## src/pkg/addr_map_pkg.sv

```systemverilog
// Constants for the system address map decoder.
// Assumes a single clock domain; all callers import the whole package.
package addr_map_pkg;

	// ****************************************************************
	// Address widths
	// ****************************************************************
	localparam int CPU_AW   = 36;
	localparam int IO_AW    = 16;
	localparam int INT_AW   = 40;
	localparam int CHAN_AW  = 36;
	localparam int PCIE_AW  = 64;
	localparam int SHORT_AW = 32;

	// ****************************************************************
	// Fixed ranges
	// ****************************************************************
	localparam logic [INT_AW-1:0] COMPAT_TOP   = 40'h00_0010_0000;
	localparam logic [INT_AW-1:0] DOS_TOP      = 40'h00_000a_0000;
	localparam logic [INT_AW-1:0] VGA_TOP      = 40'h00_000c_0000;
	localparam logic [INT_AW-1:0] SEG_F_BASE   = 40'h00_000f_0000;
	localparam logic [INT_AW-1:0] SYS_BASE     = 40'h00_fe00_0000;
	localparam logic [INT_AW-1:0] FOUR_GB      = 40'h01_0000_0000;
	localparam logic [INT_AW-1:0] INTR_BASE_DEF = 40'h00_fee0_0000;
	localparam logic [INT_AW-1:0] INTR_SIZE_DEF = 40'h00_0010_0000;

	// Sixteen kilobyte legacy sections start at 0xc0000; the last, from 0xf0000, is 64 KB
	localparam int SECT_SHIFT = 14;
	localparam logic [5:0] SECT_FIRST = 6'h30;
	localparam int N_SECT     = 13;
	localparam int SECT_IW    = 4;

	// ****************************************************************
	// Legacy section attribute codes
	// ****************************************************************
	localparam logic [1:0] ATTR_OFF = 2'h0;
	localparam logic [1:0] ATTR_RO  = 2'h1;
	localparam logic [1:0] ATTR_WO  = 2'h2;
	localparam logic [1:0] ATTR_RW  = 2'h3;
	localparam int ATTR_RD_BIT = 0;
	localparam int ATTR_WR_BIT = 1;

	// ****************************************************************
	// Routing targets
	// ****************************************************************
	typedef enum logic [2:0] {
		TGT_NONE,
		TGT_DRAM,
		TGT_COMPAT,
		TGT_INTR,
		TGT_SYSREG,
		TGT_PCIE,
		TGT_IO
	} target_type;

endpackage : addr_map_pkg

```

## src/hdl/addr_map_decode.sv

```systemverilog
// System address map decoder: routes processor and inbound requests,
// widens them to the internal address, and picks the outbound format.
// Assumes requesters on the same clock; one request per port per cycle.
`timescale 1ns/1ns

// Behaviour
// - Outbound address under 4 GB uses 32-bit format
// - 64-bit format only above 32 significant bits
// - 64-bit format taken inbound, produced outbound
// - Internal address and limit are 40 bits
// - Processors give 36-bit memory, 16-bit I/O
// - Memory channels see 36-bit local address
// - Legacy sections individually off, RW, WO, RO
// - Fixed compat, interrupt and system ranges decoded
module addr_map_decode
	import addr_map_pkg::*;
#(
	parameter logic [INT_AW-1:0] INTR_BASE = INTR_BASE_DEF,
	parameter logic [INT_AW-1:0] INTR_SIZE = INTR_SIZE_DEF,
	parameter int                NSECT     = N_SECT
) (
	input  wire logic                 mclk_i,       // 20 MHz clock
	input  wire logic                 reset_n_i,    // Sync reset, low
	// Processor request
	input  wire logic                 cpu_valid_i,  // Request strobe
	input  wire logic                 cpu_io_i,     // 1: I/O space
	input  wire logic                 cpu_write_i,  // 1: write
	input  wire logic [CPU_AW-1:0]    cpu_addr_i,   // Memory address
	input  wire logic [IO_AW-1:0]     cpu_ioaddr_i, // I/O address
	// Configuration levels
	input  wire logic [2*NSECT-1:0]   sect_attr_i,  // Legacy attributes
	input  wire logic [INT_AW-1:0]    dram_top_i,   // End of DRAM
	// Inbound request from a PCI Express port
	input  wire logic                 ib_valid_i,   // Request strobe
	input  wire logic                 ib_fmt64_i,   // 64-bit header
	input  wire logic                 ib_write_i,   // 1: write
	input  wire logic [PCIE_AW-1:0]   ib_addr_i,    // Header address
	// Processor result
	output logic                      cpu_done_o,   // Result pulse
	output target_type                cpu_tgt_o,    // Route
	output logic [INT_AW-1:0]         int_addr_o,   // Internal address
	output logic [CHAN_AW-1:0]        chan_addr_o,  // Channel address
	output logic [IO_AW-1:0]          io_addr_o,    // I/O address
	// Outbound PCI Express header address
	output logic                      ob_valid_o,   // Outbound pulse
	output logic                      ob_write_o,   // 1: write
	output logic                      ob_fmt64_o,   // 1: 64-bit form
	output logic [SHORT_AW-1:0]       ob_addr_hi_o, // Upper dword
	output logic [SHORT_AW-1:0]       ob_addr_lo_o, // Lower dword
	// Inbound result
	output logic                      ib_done_o,    // Result pulse
	output target_type                ib_tgt_o,     // Route
	output logic                      ib_write_o,   // 1: write
	output logic [INT_AW-1:0]         ib_int_o,     // Internal address
	output logic [CHAN_AW-1:0]        ib_chan_o,    // Channel address
	output logic                      ib_range_err_o // Beyond 40 bits
);

	// ****************************************************************
	// Functions
	// ****************************************************************

	// Legacy section index for an address below 1 MB in 0xc0000..
	function automatic logic [SECT_IW-1:0] sect_index(
		input logic [INT_AW-1:0] a
	);
		logic [5:0] s;
		s = a[SECT_SHIFT+5:SECT_SHIFT] - SECT_FIRST;
		if (a >= SEG_F_BASE)
			sect_index = SECT_IW'(NSECT - 1);
		else
			sect_index = s[SECT_IW-1:0];
	endfunction : sect_index

	// Shared memory-space decode for processor and inbound requests
	function automatic target_type decode_mem(
		input logic [INT_AW-1:0]  a,
		input logic               wr,
		input logic [2*NSECT-1:0] attr,
		input logic [INT_AW-1:0]  top
	);
		logic [SECT_IW-1:0] idx;
		logic [1:0]         at;
		idx = sect_index(a);
		at  = attr[2*idx +: 2];
		// Fixed ranges first, relocatable DRAM after
		// Overlap is not checked; first match wins
		if (a < DOS_TOP)
			decode_mem = TGT_DRAM;
		else if (a < VGA_TOP)
			decode_mem = TGT_COMPAT;
		else if (a < COMPAT_TOP) begin
			// Off sends both directions to the compat port
			if (wr ? at[ATTR_WR_BIT] : at[ATTR_RD_BIT])
				decode_mem = TGT_DRAM;
			else
				decode_mem = TGT_COMPAT;
		end else if (a >= INTR_BASE && a < INTR_BASE + INTR_SIZE)
			decode_mem = TGT_INTR;
		else if (a >= SYS_BASE && a < FOUR_GB)
			decode_mem = TGT_SYSREG;
		else if (a < top)
			decode_mem = TGT_DRAM;
		else
			decode_mem = TGT_PCIE;
	endfunction : decode_mem

	// ****************************************************************
	// Processor path
	// ****************************************************************
	logic                cpu_done_r,   cpu_done_nxt;
	target_type          cpu_tgt_r,    cpu_tgt_nxt;
	logic [INT_AW-1:0]   int_addr_r,   int_addr_nxt;
	logic [CHAN_AW-1:0]  chan_addr_r,  chan_addr_nxt;
	logic [IO_AW-1:0]    io_addr_r,    io_addr_nxt;
	logic                ob_valid_r,   ob_valid_nxt;
	logic                ob_write_r,   ob_write_nxt;
	logic                ob_fmt64_r,   ob_fmt64_nxt;
	logic [SHORT_AW-1:0] ob_hi_r,      ob_hi_nxt;
	logic [SHORT_AW-1:0] ob_lo_r,      ob_lo_nxt;

	always_comb begin
		logic [INT_AW-1:0]  wide;
		logic [PCIE_AW-1:0] ob_full;
		target_type         t;
		// Processor memory address is zero-extended to 40 bits
		wide    = {{(INT_AW-CPU_AW){1'b0}}, cpu_addr_i};
		ob_full = {{(PCIE_AW-INT_AW){1'b0}}, wide};
		t       = decode_mem(wide, cpu_write_i, sect_attr_i, dram_top_i);
		cpu_done_nxt  = cpu_valid_i;
		cpu_tgt_nxt   = cpu_tgt_r;
		int_addr_nxt  = int_addr_r;
		chan_addr_nxt = chan_addr_r;
		io_addr_nxt   = io_addr_r;
		ob_valid_nxt  = 1'b0;
		ob_write_nxt  = ob_write_r;
		ob_fmt64_nxt  = ob_fmt64_r;
		ob_hi_nxt     = ob_hi_r;
		ob_lo_nxt     = ob_lo_r;
		if (cpu_valid_i) begin
			if (cpu_io_i) begin
				// I/O requests carry only 16 bits
				cpu_tgt_nxt  = TGT_IO;
				io_addr_nxt  = cpu_ioaddr_i;
				int_addr_nxt = {{(INT_AW-IO_AW){1'b0}}, cpu_ioaddr_i};
			end else begin
				cpu_tgt_nxt   = t;
				int_addr_nxt  = wide;
				chan_addr_nxt = wide[CHAN_AW-1:0];
			end
			if (cpu_io_i || t == TGT_PCIE) begin
				ob_valid_nxt = 1'b1;
				ob_write_nxt = cpu_write_i;
				// Short form whenever the upper dword is zero
				ob_fmt64_nxt = cpu_io_i ? 1'b0 :
				               (ob_full[PCIE_AW-1:SHORT_AW] != '0);
				ob_hi_nxt    = cpu_io_i ? '0 :
				               ob_full[PCIE_AW-1:SHORT_AW];
				ob_lo_nxt    = cpu_io_i ?
				               {{(SHORT_AW-IO_AW){1'b0}}, cpu_ioaddr_i} :
				               ob_full[SHORT_AW-1:0];
			end
		end
	end

	always_ff @(posedge mclk_i) begin
		if (!reset_n_i) begin
			cpu_done_r  <= 1'b0;
			cpu_tgt_r   <= TGT_NONE;
			int_addr_r  <= '0;
			chan_addr_r <= '0;
			io_addr_r   <= '0;
			ob_valid_r  <= 1'b0;
			ob_write_r  <= 1'b0;
			ob_fmt64_r  <= 1'b0;
			ob_hi_r     <= '0;
			ob_lo_r     <= '0;
		end else begin
			cpu_done_r  <= cpu_done_nxt;
			cpu_tgt_r   <= cpu_tgt_nxt;
			int_addr_r  <= int_addr_nxt;
			chan_addr_r <= chan_addr_nxt;
			io_addr_r   <= io_addr_nxt;
			ob_valid_r  <= ob_valid_nxt;
			ob_write_r  <= ob_write_nxt;
			ob_fmt64_r  <= ob_fmt64_nxt;
			ob_hi_r     <= ob_hi_nxt;
			ob_lo_r     <= ob_lo_nxt;
		end
	end

	// ****************************************************************
	// Inbound path
	// ****************************************************************
	logic               ib_done_r,  ib_done_nxt;
	target_type         ib_tgt_r,   ib_tgt_nxt;
	logic               ib_write_r, ib_write_nxt;
	logic [INT_AW-1:0]  ib_int_r,   ib_int_nxt;
	logic [CHAN_AW-1:0] ib_chan_r,  ib_chan_nxt;
	logic               ib_err_r,   ib_err_nxt;

	always_comb begin
		logic [PCIE_AW-1:0] full;
		logic               over;
		// Short headers have no upper dword to look at
		full = ib_fmt64_i ? ib_addr_i :
		       {{(PCIE_AW-SHORT_AW){1'b0}}, ib_addr_i[SHORT_AW-1:0]};
		// Bits past the internal width cannot be reached; such a
		// request is flagged and not routed to memory
		over = (full[PCIE_AW-1:INT_AW] != '0);
		ib_done_nxt  = ib_valid_i;
		ib_tgt_nxt   = ib_tgt_r;
		ib_write_nxt = ib_write_r;
		ib_int_nxt   = ib_int_r;
		ib_chan_nxt  = ib_chan_r;
		ib_err_nxt   = 1'b0;
		if (ib_valid_i) begin
			ib_write_nxt = ib_write_i;
			ib_int_nxt   = full[INT_AW-1:0];
			ib_chan_nxt  = full[CHAN_AW-1:0];
			ib_err_nxt   = over;
			ib_tgt_nxt   = over ? TGT_NONE :
			               decode_mem(full[INT_AW-1:0], ib_write_i,
			                          sect_attr_i, dram_top_i);
		end
	end

	always_ff @(posedge mclk_i) begin
		if (!reset_n_i) begin
			ib_done_r  <= 1'b0;
			ib_tgt_r   <= TGT_NONE;
			ib_write_r <= 1'b0;
			ib_int_r   <= '0;
			ib_chan_r  <= '0;
			ib_err_r   <= 1'b0;
		end else begin
			ib_done_r  <= ib_done_nxt;
			ib_tgt_r   <= ib_tgt_nxt;
			ib_write_r <= ib_write_nxt;
			ib_int_r   <= ib_int_nxt;
			ib_chan_r  <= ib_chan_nxt;
			ib_err_r   <= ib_err_nxt;
		end
	end

	// ****************************************************************
	// Outputs
	// ****************************************************************
	assign cpu_done_o     = cpu_done_r;
	assign cpu_tgt_o      = cpu_tgt_r;
	assign int_addr_o     = int_addr_r;
	assign chan_addr_o    = chan_addr_r;
	assign io_addr_o      = io_addr_r;
	assign ob_valid_o     = ob_valid_r;
	assign ob_write_o     = ob_write_r;
	assign ob_fmt64_o     = ob_fmt64_r;
	assign ob_addr_hi_o   = ob_hi_r;
	assign ob_addr_lo_o   = ob_lo_r;
	assign ib_done_o      = ib_done_r;
	assign ib_tgt_o       = ib_tgt_r;
	assign ib_write_o     = ib_write_r;
	assign ib_int_o       = ib_int_r;
	assign ib_chan_o      = ib_chan_r;
	assign ib_range_err_o = ib_err_r;

endmodule : addr_map_decode

```

## config.mk

```make
export PLATFORM = sky130hd
export DESIGN_NAME = addr_map_decode
export DESIGN_NICKNAME = d
export VERILOG_FILES = /design/src/pkg/addr_map_pkg.sv /design/src/hdl/addr_map_decode.sv
export SDC_FILE = /design/constraint.sdc
export NUM_CORES = 1
export LEC_CHECK = 0
export BUFFER_PORTS_ARGS = -buffer_cell sky130_fd_sc_hd__buf_4
export CORE_AREA = 2 2 168 170
export CTS_CLUSTER_DIAMETER = 120
export DETAILED_ROUTE_END_ITERATION = 8
export DIE_AREA = 0 0 170 172
export SLEW_MARGIN = 0
export SYNTH_ARGS = -nofsm -noshare
export SYNTH_HDL_FRONTEND = slang
export SYNTH_SLANG_ARGS = --single-unit
```

## constraint.sdc

```tcl
create_clock -name mclk_i -period 7.2 [get_ports mclk_i]
set_clock_uncertainty 0.15 [all_clocks]
set_input_delay 0.36 -clock mclk_i [delete_from_list [all_inputs] [get_ports mclk_i]]
set_output_delay 0.36 -clock mclk_i [all_outputs]
set_load 0.01 [all_outputs]
```

==> impl_metrics.prom, run 1 <==
# TYPE chip_impl_metric gauge
chip_impl_metric{name="fin_setup_tns",unit="ps"} 0
chip_impl_metric{name="postSynth.asyncResetShare",unit="%"} 0
chip_impl_metric{name="design_power_total",unit="W"} 0.00251
chip_impl_metric{name="route.detailed.wl_per_inst",unit="um"} 19.4
chip_impl_metric{name="grt_usage",unit="%"} 22.9
chip_impl_metric{name="synth_cell_types",unit=""} 66
chip_impl_metric{name="placementRows",unit=""} 61
chip_impl_metric{name="initialDrtViolationCount",unit=""} 542
chip_impl_info{name="rsz0062_at_grt",value="no"} 1
chip_impl_metric{name="place_area",unit="um2"} 12900
chip_impl_metric{name="layout.core_utilization",unit="%"} 48.9
chip_impl_metric{name="first_pass_iters",unit=""} 5
chip_impl_metric{name="numPortBuffers",unit=""} 402
chip_impl_info{name="critical-path-top-delay-family",value="compound AO/OA/AOI/OAI gates"} 1
chip_impl_info{name="worst_setup_path_startpoint",value="cpu_addr_i[5]"} 1
chip_impl_metric{name="synth_top_area_share",unit="%"} 35.3
chip_impl_metric{name="final_net_count",unit=""} 1702
chip_impl_metric{name="drt_drc_violations_left",unit=""} 0
chip_impl_metric{name="dp_hpwl",unit="mm"} 27.4
chip_impl_metric{name="cts_sinks",unit=""} 177
chip_impl_metric{name="fillers",unit=""} 2660
chip_impl_metric{name="power-per-cell-area",unit="nW/um2"} 186
chip_impl_metric{name="cts.clk_slew.worst_paths",unit="ps"} 90
chip_impl_metric{name="cap_viol_max_count",unit=""} 0
chip_impl_metric{name="sequentialPowerShare",unit="%"} 42.0
chip_impl_metric{name="avgSynthCellArea",unit="um2"} 9.01
chip_impl_metric{name="crit_path_max_fanout",unit=""} 37
chip_impl_metric{name="max-vdd-ir-drop",unit="mV"} 0.115
chip_impl_metric{name="cp_data_required_time",unit="ps"} 7360
chip_impl_metric{name="postRouteWirelength",unit="mm"} 34.9
chip_impl_info{name="cts_tree",value="yes"} 1
chip_impl_metric{name="die_height",unit="um"} 172
chip_impl_metric{name="cts-htree-levels",unit=""} 4
chip_impl_info{name="worst_path_max_delay_cell",value="sky130_fd_sc_hd__o21a_2"} 1
chip_impl_metric{name="area.growth.synth_to_final",unit="%"} 34.0
chip_impl_metric{name="vias",unit=""} 9153
chip_impl_metric{name="finish.instance_area",unit="um2"} 13400
chip_impl_metric{name="post_layout_nonfiller_instances",unit=""} 1797
chip_impl_metric{name="cts_hold_buf",unit=""} 0
chip_impl_metric{name="power.share.combinational",unit="%"} 20.3
chip_impl_info{name="worst_setup_path_end_kind",value="flip-flop"} 1
chip_impl_metric{name="number_of_enable_type_register_cells_in_the_synthesized_netlist",unit=""} 0
chip_impl_info{name="synth.area.top_cells",value="sky130_fd_sc_hd__dfxtp_1 (35%), sky130_fd_sc_hd__ha_1 (9.2%), sky130_fd_sc_hd__mux2i_1 (6.6%)"} 1
chip_impl_info{name="postSynth.topFlopCell",value="sky130_fd_sc_hd__dfxtp_1"} 1
chip_impl_metric{name="max_slew.worst_pin.slew",unit="ps"} 1020
chip_impl_metric{name="hold_viol_final",unit=""} 0
chip_impl_metric{name="top_level_port_count",unit=""} 435
chip_impl_info{name="min-delay-start",value="cpu_addr_i[27]"} 1
chip_impl_metric{name="share_of_synthesized_area_occupied_by_flip_flops_and_latches",unit="%"} 35.3
chip_impl_info{name="root_buffer",value="sky130_fd_sc_hd__clkbuf_16"} 1
chip_impl_metric{name="report.final.slew_viol_count",unit=""} 0
chip_impl_info{name="setup.worst_path.class",value="primary input to flip-flop"} 1
chip_impl_info{name="hold_path_class",value="primary input to flip-flop"} 1
chip_impl_metric{name="detail_route.vias_per_cell",unit=""} 5.09
chip_impl_info{name="critical_path.reg2reg.startpoint",value="cpu_tgt_o[0]"} 1
chip_impl_metric{name="fmax",unit="MHz"} 299
chip_impl_info{name="status",value="finished clean"} 1
chip_impl_metric{name="coreArea",unit="um2"} 27500
chip_impl_metric{name="final_min_period_over_clock_period",unit="%"} 46.4
chip_impl_metric{name="antennaDiodeCount",unit=""} 0
chip_impl_metric{name="overflow",unit=""} 0
chip_impl_metric{name="clock_tree.buffer_depth",unit=""} 2
chip_impl_metric{name="drt.antenna.violating_nets",unit=""} 0
chip_impl_metric{name="static-leakage-power",unit="nW"} 6.55
chip_impl_metric{name="mappedNetlistArea",unit="um2"} 10000
chip_impl_metric{name="post_route_cells_drive_above_1_share",unit="%"} 32.3
chip_impl_metric{name="die_area",unit="um2"} 29200
chip_impl_metric{name="yosys_register_bits",unit=""} 177
chip_impl_metric{name="gp_congestion",unit=""} 0.905
chip_impl_metric{name="initial_core_util",unit="%"} 36.5
chip_impl_metric{name="post_cts_setup_repair_buffer_count",unit=""} 0
chip_impl_metric{name="buffers_inverters_on_critical_path",unit=""} 1
chip_impl_metric{name="initial_antenna_violation_count",unit=""} 1
chip_impl_metric{name="vias_in_the_first_global_route",unit=""} 8658
chip_impl_metric{name="dp_cells",unit=""} 1765
chip_impl_metric{name="first_pass_grt_wire_length",unit="mm"} 50.6
chip_impl_metric{name="power.share.clock",unit="%"} 37.7
chip_impl_metric{name="power.share.switching",unit="%"} 30.5
chip_impl_info{name="critical_path.startpoint_type",value="primary input"} 1
chip_impl_metric{name="cts-buffers-inserted",unit=""} 17
chip_impl_metric{name="internal_power_contribution",unit="W"} 0.00174
chip_impl_metric{name="yosys_warnings",unit=""} 0
chip_impl_metric{name="max-slew-margin-rel",unit="%"} 31.5
chip_impl_metric{name="die_x",unit="um"} 170
chip_impl_metric{name="syn_inst",unit=""} 1113
chip_impl_metric{name="arrival",unit="ps"} 3500
chip_impl_metric{name="cts_resized",unit=""} 0
chip_impl_metric{name="p_sw",unit="W"} 0.000764
chip_impl_metric{name="largest_net_degree_at_the_start_of_global_routing",unit=""} 102
chip_impl_info{name="synth_area_leader_cell",value="sky130_fd_sc_hd__dfxtp_1"} 1
chip_impl_metric{name="finalSetupViolations",unit=""} 0
chip_impl_metric{name="clock_latency",unit="ps"} 410
chip_impl_metric{name="timing.final.crit_period",unit="ps"} 3340
chip_impl_metric{name="critPathMaxStageDelay",unit="ps"} 820
chip_impl_info{name="path_cells",value="buf_4 -> ha_1 -> a21o_1 -> a2111oi_0 -> o21ai_1 -> a221o_1 -> a31oi_4 -> o21a_2 -> mux2_2"} 1
-- cell usage after synthesis (2+ instances only) --
master,count
sky130_fd_sc_hd__o21bai_1,2
sky130_fd_sc_hd__dfxtp_1,177
sky130_fd_sc_hd__nand3_1,13
sky130_fd_sc_hd__a21o_1,17
sky130_fd_sc_hd__mux4_2,3
sky130_fd_sc_hd__a211oi_1,9
sky130_fd_sc_hd__nand4_1,16
sky130_fd_sc_hd__ha_1,74
sky130_fd_sc_hd__mux2_2,11
sky130_fd_sc_hd__and4_1,5
sky130_fd_sc_hd__buf_6,3
sky130_fd_sc_hd__mux2i_1,66
sky130_fd_sc_hd__a211o_1,3
sky130_fd_sc_hd__a21boi_0,75
sky130_fd_sc_hd__mux2_4,9
sky130_fd_sc_hd__and2_1,26
sky130_fd_sc_hd__nor3b_1,2
sky130_fd_sc_hd__a2111oi_0,3
sky130_fd_sc_hd__o211ai_1,6
sky130_fd_sc_hd__nand2_1,151
sky130_fd_sc_hd__a32o_1,21
sky130_fd_sc_hd__nor2_1,27
sky130_fd_sc_hd__o21ai_0,16
sky130_fd_sc_hd__o211a_1,17
sky130_fd_sc_hd__nor4b_1,2
sky130_fd_sc_hd__and3_1,4
sky130_fd_sc_hd__o2111ai_1,3
sky130_fd_sc_hd__buf_4,68
sky130_fd_sc_hd__a221o_1,3
sky130_fd_sc_hd__buf_1,9
sky130_fd_sc_hd__a31oi_1,4
sky130_fd_sc_hd__nor2b_1,62
sky130_fd_sc_hd__nand2b_1,25
sky130_fd_sc_hd__a21oi_1,23
sky130_fd_sc_hd__inv_1,52
sky130_fd_sc_hd__nor3_1,8
sky130_fd_sc_hd__clkbuf_1,48
sky130_fd_sc_hd__a221oi_1,2
sky130_fd_sc_hd__nor4_1,14
sky130_fd_sc_hd__o21a_1,5
sky130_fd_sc_hd__o41ai_1,4
-- stage by stage --
step                      hold slack [ps]  setup WS (ps)
after global routing                 31.7           3600
after CTS                            12.7           3870
after floorplan                       330           4340
after detailed placement              309           3430
final                                31.9           3860
after global placement                302           3460
-- final timing paths --
path,slack [ps],endpoint,depth (start not counted)
worst max register to register,6070,cpu_tgt_o[0],4
worst max-delay path,3860,ob_addr_lo_o[1],9
worst min register to register,310,chan_addr_o[13],2
worst min-delay path,30,ob_addr_lo_o[27],2
-- cell usage in the layout (no fill, tap or decap), drive strengths merged, types with 4 or more instances in the layout --
cell and n:
mux2 20, conb 32, a32o 21, o21a 5, nand2 151, and2 26
buf 405, nor2b 62, nor3 8, o211ai 6, o211a 17, mux2i 66
and4 5, dfxtp 177, o21ai 17, inv 59, a21o 17, nand4 16
ha 74, nand3 13, clkbuf 18, nand2b 25, a31oi 5, a21oi 24
a21boi 76, clkinv 6, o41ai 4, a211oi 9, and3 4, nor4 15
nor2 27
-- flip-flops by register name, summed over array words and instances (netlist names) --
signal / cells
ib_int_o: 40
chan_addr_o: 36
int_addr_o: 36
ob_addr_lo_o: 32
io_addr_o: 16
ob_addr_hi_o: 4
cpu_tgt_o: 3
ib_tgt_o: 3
cpu_done_o: 1
ib_done_o: 1
ib_range_err_o: 1
ib_write_o: 1
ob_fmt64_o: 1
ob_valid_o: 1
ob_write_o: 1
-- final cells by class --
cell class / instances / area [um2] / area share (%)
multi-input cells: 785 / 5640 / 42.0
flip-flops and latches: 177 / 3540 / 26.4
repair buffers: 405 / 3040 / 22.6
well taps: 346 / 433 / 3.22
clock buffers: 18 / 429 / 3.19
inverters: 52 / 195 / 1.45
clock inverters: 14 / 161 / 1.20
-- cell families (layout without fill, tap and decap cells) --
kind of cell / after synthesis / in the layout / share of synthesized area (%)
simple gates: 362 / 362 / 18.2
compound gates: 228 / 228 / 17.6
buf+inv: 182 / 489 / 9.75
flops: 177 / 177 / 35.3
mux: 89 / 89 / 9.84
fa+ha+maj: 74 / 74 / 9.23
other cells: 1 / 32 / 0.0374
-- per-layer routing --
metal / track usage (%) / part of all wire (%) / routed length, um
met1: 28.7 / 43 / 15100
met2: 39.4 / 48 / 16800
met3: 3.71 / 5.2 / 1820
met4: 8.96 / 3.2 / 1120
met5: 0 / 0 / 0
-- power by group through the flow --
stage | Clock, W | Combinational [W] | Sequential, W
finish | 0.000944 | 0.000509 | 0.00105
global route | 0.00100 | 0.000558 | 0.00106
CTS | 0.000965 | 0.000511 | 0.00105
detailed placement | 0 | 0.000510 | 0.00107
global placement | 0 | 0.000505 | 0.00107
floorplan | 0 | 0.000258 | 0.00109
Power figures use the tool's default switching activity.
==> run 2, diff against run 1 <==
--- a/config.mk
+++ b/config.mk
@@ -10,6 +10,7 @@
 export CTS_CLUSTER_DIAMETER = 120
 export DETAILED_ROUTE_END_ITERATION = 8
 export DIE_AREA = 0 0 170 172
+export PLACE_DENSITY = 0.67
 export SLEW_MARGIN = 0
 export SYNTH_ARGS = -nofsm -noshare
 export SYNTH_HDL_FRONTEND = slang
==> constraint.sdc (replaced) <==
create_clock -name mclk_i -period 2.9 [get_ports mclk_i]
set_clock_uncertainty 0.15 [all_clocks]
set_input_delay 0.145 -clock mclk_i [delete_from_list [all_inputs] [get_ports mclk_i]]
set_output_delay 0.145 -clock mclk_i [all_outputs]
set_load 0.01 [all_outputs]
==> run 2 against run 1 <==
Effect of this change:
- clock-buffer cell count unchanged
- cell area up 8.6%
- global-route usage up 0.93 points
- hold slack worse by 12 ps
- register-to-register slack worse by 4500 ps
- critical path depth up 2
- setup slack worse by 3800 ps
- via count up 6.4%
- sequential share of layout area down 2.1 points
- highest routed layer unchanged
==> impl_metrics.prom, run 2 (synthesis gave the netlist of run 1 again) <==
# TYPE chip_impl_metric gauge
chip_impl_info{name="rsz0062_at_grt",value="no"} 1
chip_impl_metric{name="placementRows",unit=""} 61
chip_impl_metric{name="antennaDiodeCount",unit=""} 0
chip_impl_metric{name="coreArea",unit="um2"} 27500
chip_impl_metric{name="top_level_port_count",unit=""} 435
chip_impl_metric{name="postRouteWirelength",unit="mm"} 36.3
chip_impl_metric{name="finalSetupViolations",unit=""} 0
chip_impl_metric{name="final_critical_path_setup_slack",unit="ps"} 73.0
chip_impl_info{name="min-delay-start",value="ib_addr_i[38]"} 1
chip_impl_metric{name="fin_setup_tns",unit="ps"} 0
chip_impl_info{name="critical_path.startpoint_type",value="primary input"} 1
chip_impl_metric{name="die_height",unit="um"} 172
chip_impl_info{name="worst_path_max_delay_cell",value="sky130_fd_sc_hd__dlygate4sd3_1"} 1
chip_impl_metric{name="post_cts_setup_repair_buffer_count",unit=""} 0
chip_impl_metric{name="ff_latch_area",unit="um2"} 3540
chip_impl_metric{name="largest_net_degree_at_the_start_of_global_routing",unit=""} 111
chip_impl_metric{name="detailedPlace.worstSlack",unit="ps"} -27.2
chip_impl_metric{name="max_slew.worst_pin.slew",unit="ps"} 974
chip_impl_metric{name="post_route_cells_drive_above_1_share",unit="%"} 31.5
chip_impl_info{name="hold_path_class",value="primary input to flip-flop"} 1
chip_impl_metric{name="multi_input_area",unit="um2"} 5660
chip_impl_metric{name="static-leakage-power",unit="nW"} 7.07
chip_impl_metric{name="cap_viol_max_count",unit=""} 0
chip_impl_metric{name="final_min_period_over_clock_period",unit="%"} 97.5
chip_impl_metric{name="cts_sinks",unit=""} 177
chip_impl_info{name="critical_path.reg2reg.startpoint",value="int_addr_o[15]"} 1
chip_impl_metric{name="fillers",unit=""} 2550
chip_impl_metric{name="report.final.slew_viol_count",unit=""} 0
chip_impl_info{name="worst_setup_path_end_kind",value="flip-flop"} 1
chip_impl_metric{name="initial_antenna_violation_count",unit=""} 0
chip_impl_metric{name="fmax",unit="MHz"} 354
chip_impl_info{name="mostFrequentLayoutCell",value="sky130_fd_sc_hd__buf_4"} 1
chip_impl_metric{name="initial_core_util",unit="%"} 36.5
chip_impl_info{name="top_usage_layer",value="met2"} 1
chip_impl_metric{name="cts-buffers-inserted",unit=""} 17
chip_impl_metric{name="p_sw",unit="W"} 0.00196
chip_impl_metric{name="cts-htree-levels",unit=""} 4
chip_impl_metric{name="overflow",unit=""} 0
chip_impl_metric{name="grt.met2_usage",unit="%"} 41.6
chip_impl_metric{name="arrival",unit="ps"} 3000
chip_impl_metric{name="largest_register_ff_count",unit=""} 40
chip_impl_metric{name="grt_usage",unit="%"} 23.8
chip_impl_metric{name="area.growth.synth_to_final",unit="%"} 45.5
chip_impl_metric{name="critPathMaxStageDelay",unit="ps"} 540
chip_impl_metric{name="internal_power_contribution",unit="W"} 0.00443
chip_impl_metric{name="numPortBuffers",unit=""} 402
chip_impl_metric{name="layout.core_utilization",unit="%"} 53.1
chip_impl_metric{name="crit_path_max_fanout",unit=""} 17
chip_impl_metric{name="power.share.clock",unit="%"} 37.1
chip_impl_info{name="path_cells",value="dlygate4sd3_1 -> buf_4 -> ha_1 -> a211oi_2 -> o21bai_1 -> a21o_1 -> a221o_1 -> a31oi_4 -> o21a_2 -> buf_12 -> mux2_2"} 1
chip_impl_metric{name="power.share.switching",unit="%"} 30.7
chip_impl_metric{name="drt.antenna.violating_nets",unit=""} 0
chip_impl_metric{name="gp_congestion",unit=""} 0.914
chip_impl_metric{name="cp_data_required_time",unit="ps"} 3070
chip_impl_info{name="cts_tree",value="yes"} 1
chip_impl_metric{name="final_net_count",unit=""} 1819
chip_impl_metric{name="power.share.combinational",unit="%"} 22.0
chip_impl_metric{name="clock_latency",unit="ps"} 420
chip_impl_info{name="setup.worst_path.class",value="primary input to flip-flop"} 1
chip_impl_metric{name="vias_in_the_first_global_route",unit=""} 9390
chip_impl_info{name="layout.cells.most_common_list",value="sky130_fd_sc_hd__buf_4 (427), sky130_fd_sc_hd__dfxtp_1 (177), sky130_fd_sc_hd__nand2_1 (151), sky130_fd_sc_hd__dlygate4sd3_1 (93), sky130_fd_sc_hd__a21boi_0 (75)"} 1
chip_impl_metric{name="detail_route.vias_per_cell",unit=""} 5.09
chip_impl_metric{name="grt.met3_usage",unit="%"} 4.42
chip_impl_metric{name="finish.instance_area",unit="um2"} 14600
chip_impl_info{name="worst_setup_path_startpoint",value="cpu_addr_i[9]"} 1
chip_impl_metric{name="cts.clk_slew.worst_paths",unit="ps"} 90
chip_impl_metric{name="initialDrtViolationCount",unit=""} 651
chip_impl_metric{name="die_x",unit="um"} 170
chip_impl_metric{name="hold_viol_final",unit=""} 0
chip_impl_metric{name="first_pass_grt_wire_length",unit="mm"} 53.2
chip_impl_metric{name="place_area",unit="um2"} 13100
chip_impl_metric{name="timing.final.crit_period",unit="ps"} 2830
chip_impl_metric{name="dp_cells",unit=""} 1789
chip_impl_metric{name="vias",unit=""} 9741
chip_impl_metric{name="first_pass_iters",unit=""} 5
chip_impl_metric{name="power-per-cell-area",unit="nW/um2"} 438
chip_impl_metric{name="die_area",unit="um2"} 29200
chip_impl_metric{name="max-slew-margin-rel",unit="%"} 35.1
chip_impl_metric{name="groute.layer.met1.usage",unit="%"} 29.7
chip_impl_metric{name="hold-path-cell-count",unit=""} 4
chip_impl_info{name="status",value="finished clean"} 1
chip_impl_metric{name="route.detailed.wl_per_inst",unit="um"} 18.9
chip_impl_metric{name="drt_drc_violations_left",unit=""} 0
chip_impl_metric{name="clock_tree.buffer_depth",unit=""} 2
chip_impl_metric{name="post_layout_nonfiller_instances",unit=""} 1914
chip_impl_metric{name="max-vdd-ir-drop",unit="mV"} 0.325
chip_impl_metric{name="dp_hpwl",unit="mm"} 28.0
chip_impl_metric{name="sequentialPowerShare",unit="%"} 40.9
chip_impl_info{name="root_buffer",value="sky130_fd_sc_hd__clkbuf_16"} 1
chip_impl_metric{name="rr_worst_depth",unit=""} 2
[run 2: critical path, delay by kind of cell]
kind,cells,cell delay [ps]
buffers and inverters,3,870
AOI/OAI and AO/OA,6,1300
adders and majority gates,1,330
muxes,1,350
[run 2: final timing paths]
path	to	slack [ps]
max	ob_addr_lo_o[4]	70
min	ib_int_o[38]	20
max reg2reg	int_addr_o[15]	1590
min reg2reg	chan_addr_o[0]	320
[run 2: power groups by stage]
stage / logic [W] / clock network, W / registers, W
2_1_floorplan: 0.000640 / 0 / 0.00271
3_3_place_gp: 0.00128 / 0 / 0.00267
3_5_place_dp: 0.00130 / 0 / 0.00267
4_1_cts: 0.00140 / 0.00243 / 0.00261
5_1_grt: 0.00152 / 0.00253 / 0.00263
6_report: 0.00141 / 0.00237 / 0.00261
[run 2: final cells by class]
cell class,instances,share of cell area [%]
multi-input cells,785,38.7
repair buffers,522,28.6
flip-flops and latches,177,24.3
well taps,346,2.97
clock buffers,18,2.94
inverters,52,1.34
clock inverters,14,1.13
[run 2: stage by stage]
stage | hold slack (ps) | power, W
floorplan | 121 | 0.00335
global placement | 246 | 0.00395
detailed placement | 256 | 0.00397
CTS | 5.05 | 0.00644
global route | 12.5 | 0.00668
finish | 20.1 | 0.00639
[run 2: routing by layer]
metal / vias to the layer above / share of wire (%)
met2: 370 / 49
li1: 4699 / -
met5: - / 0
met4: 0 / 2.5
met3: 45 / 5.4
met1: 4627 / 43
[run 2: timing repair]
| item | 4_1_cts | 5_1_grt |
|---|---|---|
| hold buffers | 93 | 0 |
| endpoints found under the hold margin | 140 | 0 |
| setup endpoints to repair | 0 | 27 |
| gates resized for setup | 0 | 2 |
==> run 3, diff against run 2 <==
--- a/config.mk
+++ b/config.mk
@@ -6,11 +6,11 @@
 export NUM_CORES = 1
 export LEC_CHECK = 0
 export BUFFER_PORTS_ARGS = -buffer_cell sky130_fd_sc_hd__buf_4
-export CORE_AREA = 2 2 168 170
+export CORE_AREA = 4 4 166 168
 export CTS_CLUSTER_DIAMETER = 120
 export DETAILED_ROUTE_END_ITERATION = 8
 export DIE_AREA = 0 0 170 172
-export PLACE_DENSITY = 0.67
+export PLACE_DENSITY = 0.7
 export SLEW_MARGIN = 0
 export SYNTH_ARGS = -nofsm -noshare
 export SYNTH_HDL_FRONTEND = slang
==> constraint.sdc (replaced) <==
create_clock -name mclk_i -period 2.3 [get_ports mclk_i]
set_clock_uncertainty 0.15 [all_clocks]
set_input_delay 0.115 -clock mclk_i [delete_from_list [all_inputs] [get_ports mclk_i]]
set_output_delay 0.115 -clock mclk_i [all_outputs]
set_load 0.01 [all_outputs]
==> run 3 against run 2 <==
Effect of this change:
- global-route usage rose by 1.1 points
- hold slack got worse by 0.94 ps
- first-iteration DRC count increased by 6.1%
- die area unchanged
- clock power rose by 24%
- utilization grew 6.1 points
- clock-buffer cell count unchanged
- register-to-register slack worse by 610 ps
- flip-flop and latch count stayed put
- critical path type unchanged
- largest power group unchanged
==> impl_metrics.prom, run 3 (synthesis gave the netlist of run 1 again) <==
# TYPE chip_impl_metric gauge
chip_impl_metric{name="static-leakage-power",unit="nW"} 7.48
chip_impl_metric{name="crit_path_max_fanout",unit=""} 4
chip_impl_metric{name="vias",unit=""} 10100
chip_impl_metric{name="timing.final.crit_period",unit="ps"} 2250
chip_impl_metric{name="finish.instance_area",unit="um2"} 15300
chip_impl_metric{name="final_min_period_over_clock_period",unit="%"} 97.9
chip_impl_info{name="status",value="finished clean"} 1
chip_impl_metric{name="drt-met1-wl",unit="mm"} 15.3
chip_impl_metric{name="hold-path-cell-count",unit=""} 3
chip_impl_metric{name="rr_worst_depth",unit=""} 3
chip_impl_metric{name="design_power_total",unit="W"} 0.00817
chip_impl_metric{name="initialDrtViolationCount",unit=""} 691
chip_impl_metric{name="die_x",unit="um"} 170
chip_impl_metric{name="top_level_port_count",unit=""} 435
chip_impl_metric{name="first_pass_iters",unit=""} 5
chip_impl_metric{name="area.growth.synth_to_final",unit="%"} 52.9
chip_impl_metric{name="post_cts_setup_repair_buffer_count",unit=""} 0
chip_impl_info{name="worstReg2RegEnd",value="ib_int_o[19]"} 1
chip_impl_metric{name="max_slew.worst_pin.slew",unit="ps"} 761
chip_impl_info{name="worst_path_most_repeated_cell",value="sky130_fd_sc_hd__buf_4"} 1
chip_impl_metric{name="arrival",unit="ps"} 2450
chip_impl_metric{name="ff_latch_area",unit="um2"} 3540
chip_impl_metric{name="first_pass_grt_wire_length",unit="mm"} 56.9
chip_impl_metric{name="p_sw",unit="W"} 0.00249
chip_impl_metric{name="largest_net_degree_at_the_start_of_global_routing",unit=""} 101
chip_impl_metric{name="placementRows",unit=""} 59
chip_impl_metric{name="initial_antenna_violation_count",unit=""} 2
chip_impl_metric{name="gp_congestion",unit=""} 0.915
chip_impl_metric{name="wl_met3",unit="mm"} 3.15
chip_impl_metric{name="cts-htree-levels",unit=""} 4
chip_impl_info{name="root_buffer",value="sky130_fd_sc_hd__clkbuf_16"} 1
chip_impl_metric{name="critPathMaxStageDelay",unit="ps"} 540
chip_impl_metric{name="antennaDiodeCount",unit=""} 0
chip_impl_metric{name="coreArea",unit="um2"} 25900
chip_impl_metric{name="die_area",unit="um2"} 29200
chip_impl_metric{name="largest_register_ff_count",unit=""} 40
chip_impl_metric{name="drt_drc_violations_left",unit=""} 0
chip_impl_metric{name="clock_latency",unit="ps"} 430
chip_impl_info{name="critical_path.reg2reg.startpoint",value="ib_int_o[19]"} 1
chip_impl_metric{name="final_net_count",unit=""} 1899
chip_impl_metric{name="overflow",unit=""} 0
chip_impl_metric{name="numPortBuffers",unit=""} 402
chip_impl_metric{name="clock_tree.buffer_depth",unit=""} 2
chip_impl_metric{name="cts-buffers-inserted",unit=""} 17
chip_impl_metric{name="cap_viol_max_count",unit=""} 0
chip_impl_metric{name="power.share.clock",unit="%"} 36.1
chip_impl_metric{name="power-per-cell-area",unit="nW/um2"} 532
chip_impl_metric{name="die_height",unit="um"} 172
chip_impl_info{name="critical_path.startpoint_type",value="primary input"} 1
chip_impl_metric{name="post_route_cells_drive_above_1_share",unit="%"} 36.2
chip_impl_metric{name="vias_in_the_first_global_route",unit=""} 10100
chip_impl_metric{name="multi_input_area",unit="um2"} 5770
chip_impl_metric{name="grt_usage",unit="%"} 24.9
chip_impl_metric{name="detail_route.vias_per_cell",unit=""} 5.09
chip_impl_metric{name="max-slew-margin-rel",unit="%"} 49.2
chip_impl_info{name="top_layer",value="met5"} 1
chip_impl_metric{name="cts_sinks",unit=""} 177
chip_impl_info{name="worst_setup_path_end_kind",value="flip-flop"} 1
chip_impl_info{name="cts_tree",value="yes"} 1
chip_impl_metric{name="finalSetupViolations",unit=""} 0
chip_impl_metric{name="place_area",unit="um2"} 13700
chip_impl_metric{name="cp_data_required_time",unit="ps"} 2500
chip_impl_info{name="setup.worst_path.class",value="primary input to flip-flop"} 1
chip_impl_metric{name="power.share.combinational",unit="%"} 23.4
chip_impl_metric{name="max-vdd-ir-drop",unit="mV"} 0.548
chip_impl_metric{name="drt.antenna.violating_nets",unit=""} 0
chip_impl_metric{name="power.share.switching",unit="%"} 30.5
chip_impl_metric{name="hold_viol_final",unit=""} 0
chip_impl_metric{name="fmax",unit="MHz"} 444
chip_impl_metric{name="initial_core_util",unit="%"} 38.7
chip_impl_info{name="worst_path_max_delay_cell",value="sky130_fd_sc_hd__dlygate4sd3_1"} 1
chip_impl_info{name="path_cells",value="dlygate4sd3_1 -> buf_4 -> ha_1 -> nand3_1 -> nor3_2 -> and4_2 -> nor4b_2 -> buf_4 -> a211oi_2 -> o21ai_0"} 1
chip_impl_info{name="hold_path_class",value="primary input to flip-flop"} 1
chip_impl_metric{name="sequentialPowerShare",unit="%"} 40.4
chip_impl_metric{name="postRouteWirelength",unit="mm"} 39.2
chip_impl_info{name="min-delay-start",value="cpu_addr_i[16]"} 1
chip_impl_info{name="hold-path-endpoint",value="ob_addr_lo_o[16]"} 1
chip_impl_metric{name="wl_met2",unit="mm"} 19.2
chip_impl_metric{name="cts.clk_slew.worst_paths",unit="ps"} 70
chip_impl_metric{name="route.detailed.wl_per_inst",unit="um"} 19.8
chip_impl_metric{name="report.final.slew_viol_count",unit=""} 0
chip_impl_metric{name="r2r_setup_slack",unit="ps"} 980
chip_impl_metric{name="internal_power_contribution",unit="W"} 0.00568
chip_impl_info{name="layout.cells.most_common_list",value="sky130_fd_sc_hd__buf_4 (507), sky130_fd_sc_hd__dfxtp_1 (177), sky130_fd_sc_hd__nand2_1 (151), sky130_fd_sc_hd__dlygate4sd3_1 (90), sky130_fd_sc_hd__a21boi_0 (74)"} 1
chip_impl_info{name="mostFrequentLayoutCell",value="sky130_fd_sc_hd__buf_4"} 1
chip_impl_metric{name="dp_hpwl",unit="mm"} 30.1
chip_impl_metric{name="fillers",unit=""} 2326
## run 3: layer usage
| metal | track usage (%) | up-vias |
|---|---|---|
| met5 | 0 | - |
| met4 | 9.51 | 4 |
| met3 | 6.52 | 75 |
| met2 | 43.3 | 445 |
| met1 | 29.6 | 4713 |
| li1 | - | 4855 |
## run 3: final cells by class
class                   instances  area share [%]
clock buffers                  18            2.80
clock inverters                14            1.04
inverters                      52            1.32
multi-input cells             785            37.6
flip-flops and latches        177            23.1
well taps                     335            2.73
repair buffers                602            31.4
## run 3: power groups by stage
| stage | registers (W) | clock network (W) | logic (W) |
|---|---|---|---|
| 2_1_floorplan | 0.00342 | 0 | 0.000816 |
| 3_3_place_gp | 0.00337 | 0 | 0.00171 |
| 3_5_place_dp | 0.00337 | 0 | 0.00174 |
| 4_1_cts | 0.00330 | 0.00302 | 0.00188 |
| 5_1_grt | 0.00332 | 0.00314 | 0.00207 |
| 6_report | 0.00330 | 0.00295 | 0.00191 |
## run 3: how the worst max path moves through the flow
stage / startpoint / end / slack (ps) / cells after the start
after detailed placement: dram_top_i[5] / ob_addr_lo_o[3] / -480 / 11
final: ib_addr_i[22] / ib_tgt_o[2] / 50 / 10
after global routing: ib_addr_i[22] / ib_tgt_o[2] / -90 / 10
after global placement: dram_top_i[5] / ob_addr_lo_o[4] / -450 / 11
after CTS: ib_addr_i[22] / ib_tgt_o[2] / 6 / 10
after floorplan: cpu_addr_i[5] / ob_addr_lo_o[10] / -90 / 10
## run 3: repair_timing
action / CTS / global route
hold buffers: 90 / 0
gates cloned: 0 / 1
resized for setup: 1 / 17
endpoints found under the hold margin: 148 / 0
pin swaps: 0 / 3
endpoints found under the setup margin: 7 / 25
## run 3: critical path, delay by kind of cell
kind | cells | cell delay [ps]
and+or+nand+nor | 4 | 960
AOI/OAI and AO/OA | 2 | 220
buffers and inverters | 3 | 860
adders and majority gates | 1 | 290
## run 3: stage by stage
stage               setup WS [ps]  TNS, ps  instances  util [%]  hold slack, ps
floorplan                   -88.2     -794       1144         -            90.8
global placement             -447   -15020       1860      53.1             235
detailed placement           -485   -16170       1860      53.1             242
CTS                          5.94        0       1982      58.8            2.04
global route                -86.9    -86.9       1983      59.2            26.7
finish                       48.2        0       1983      59.2            19.1
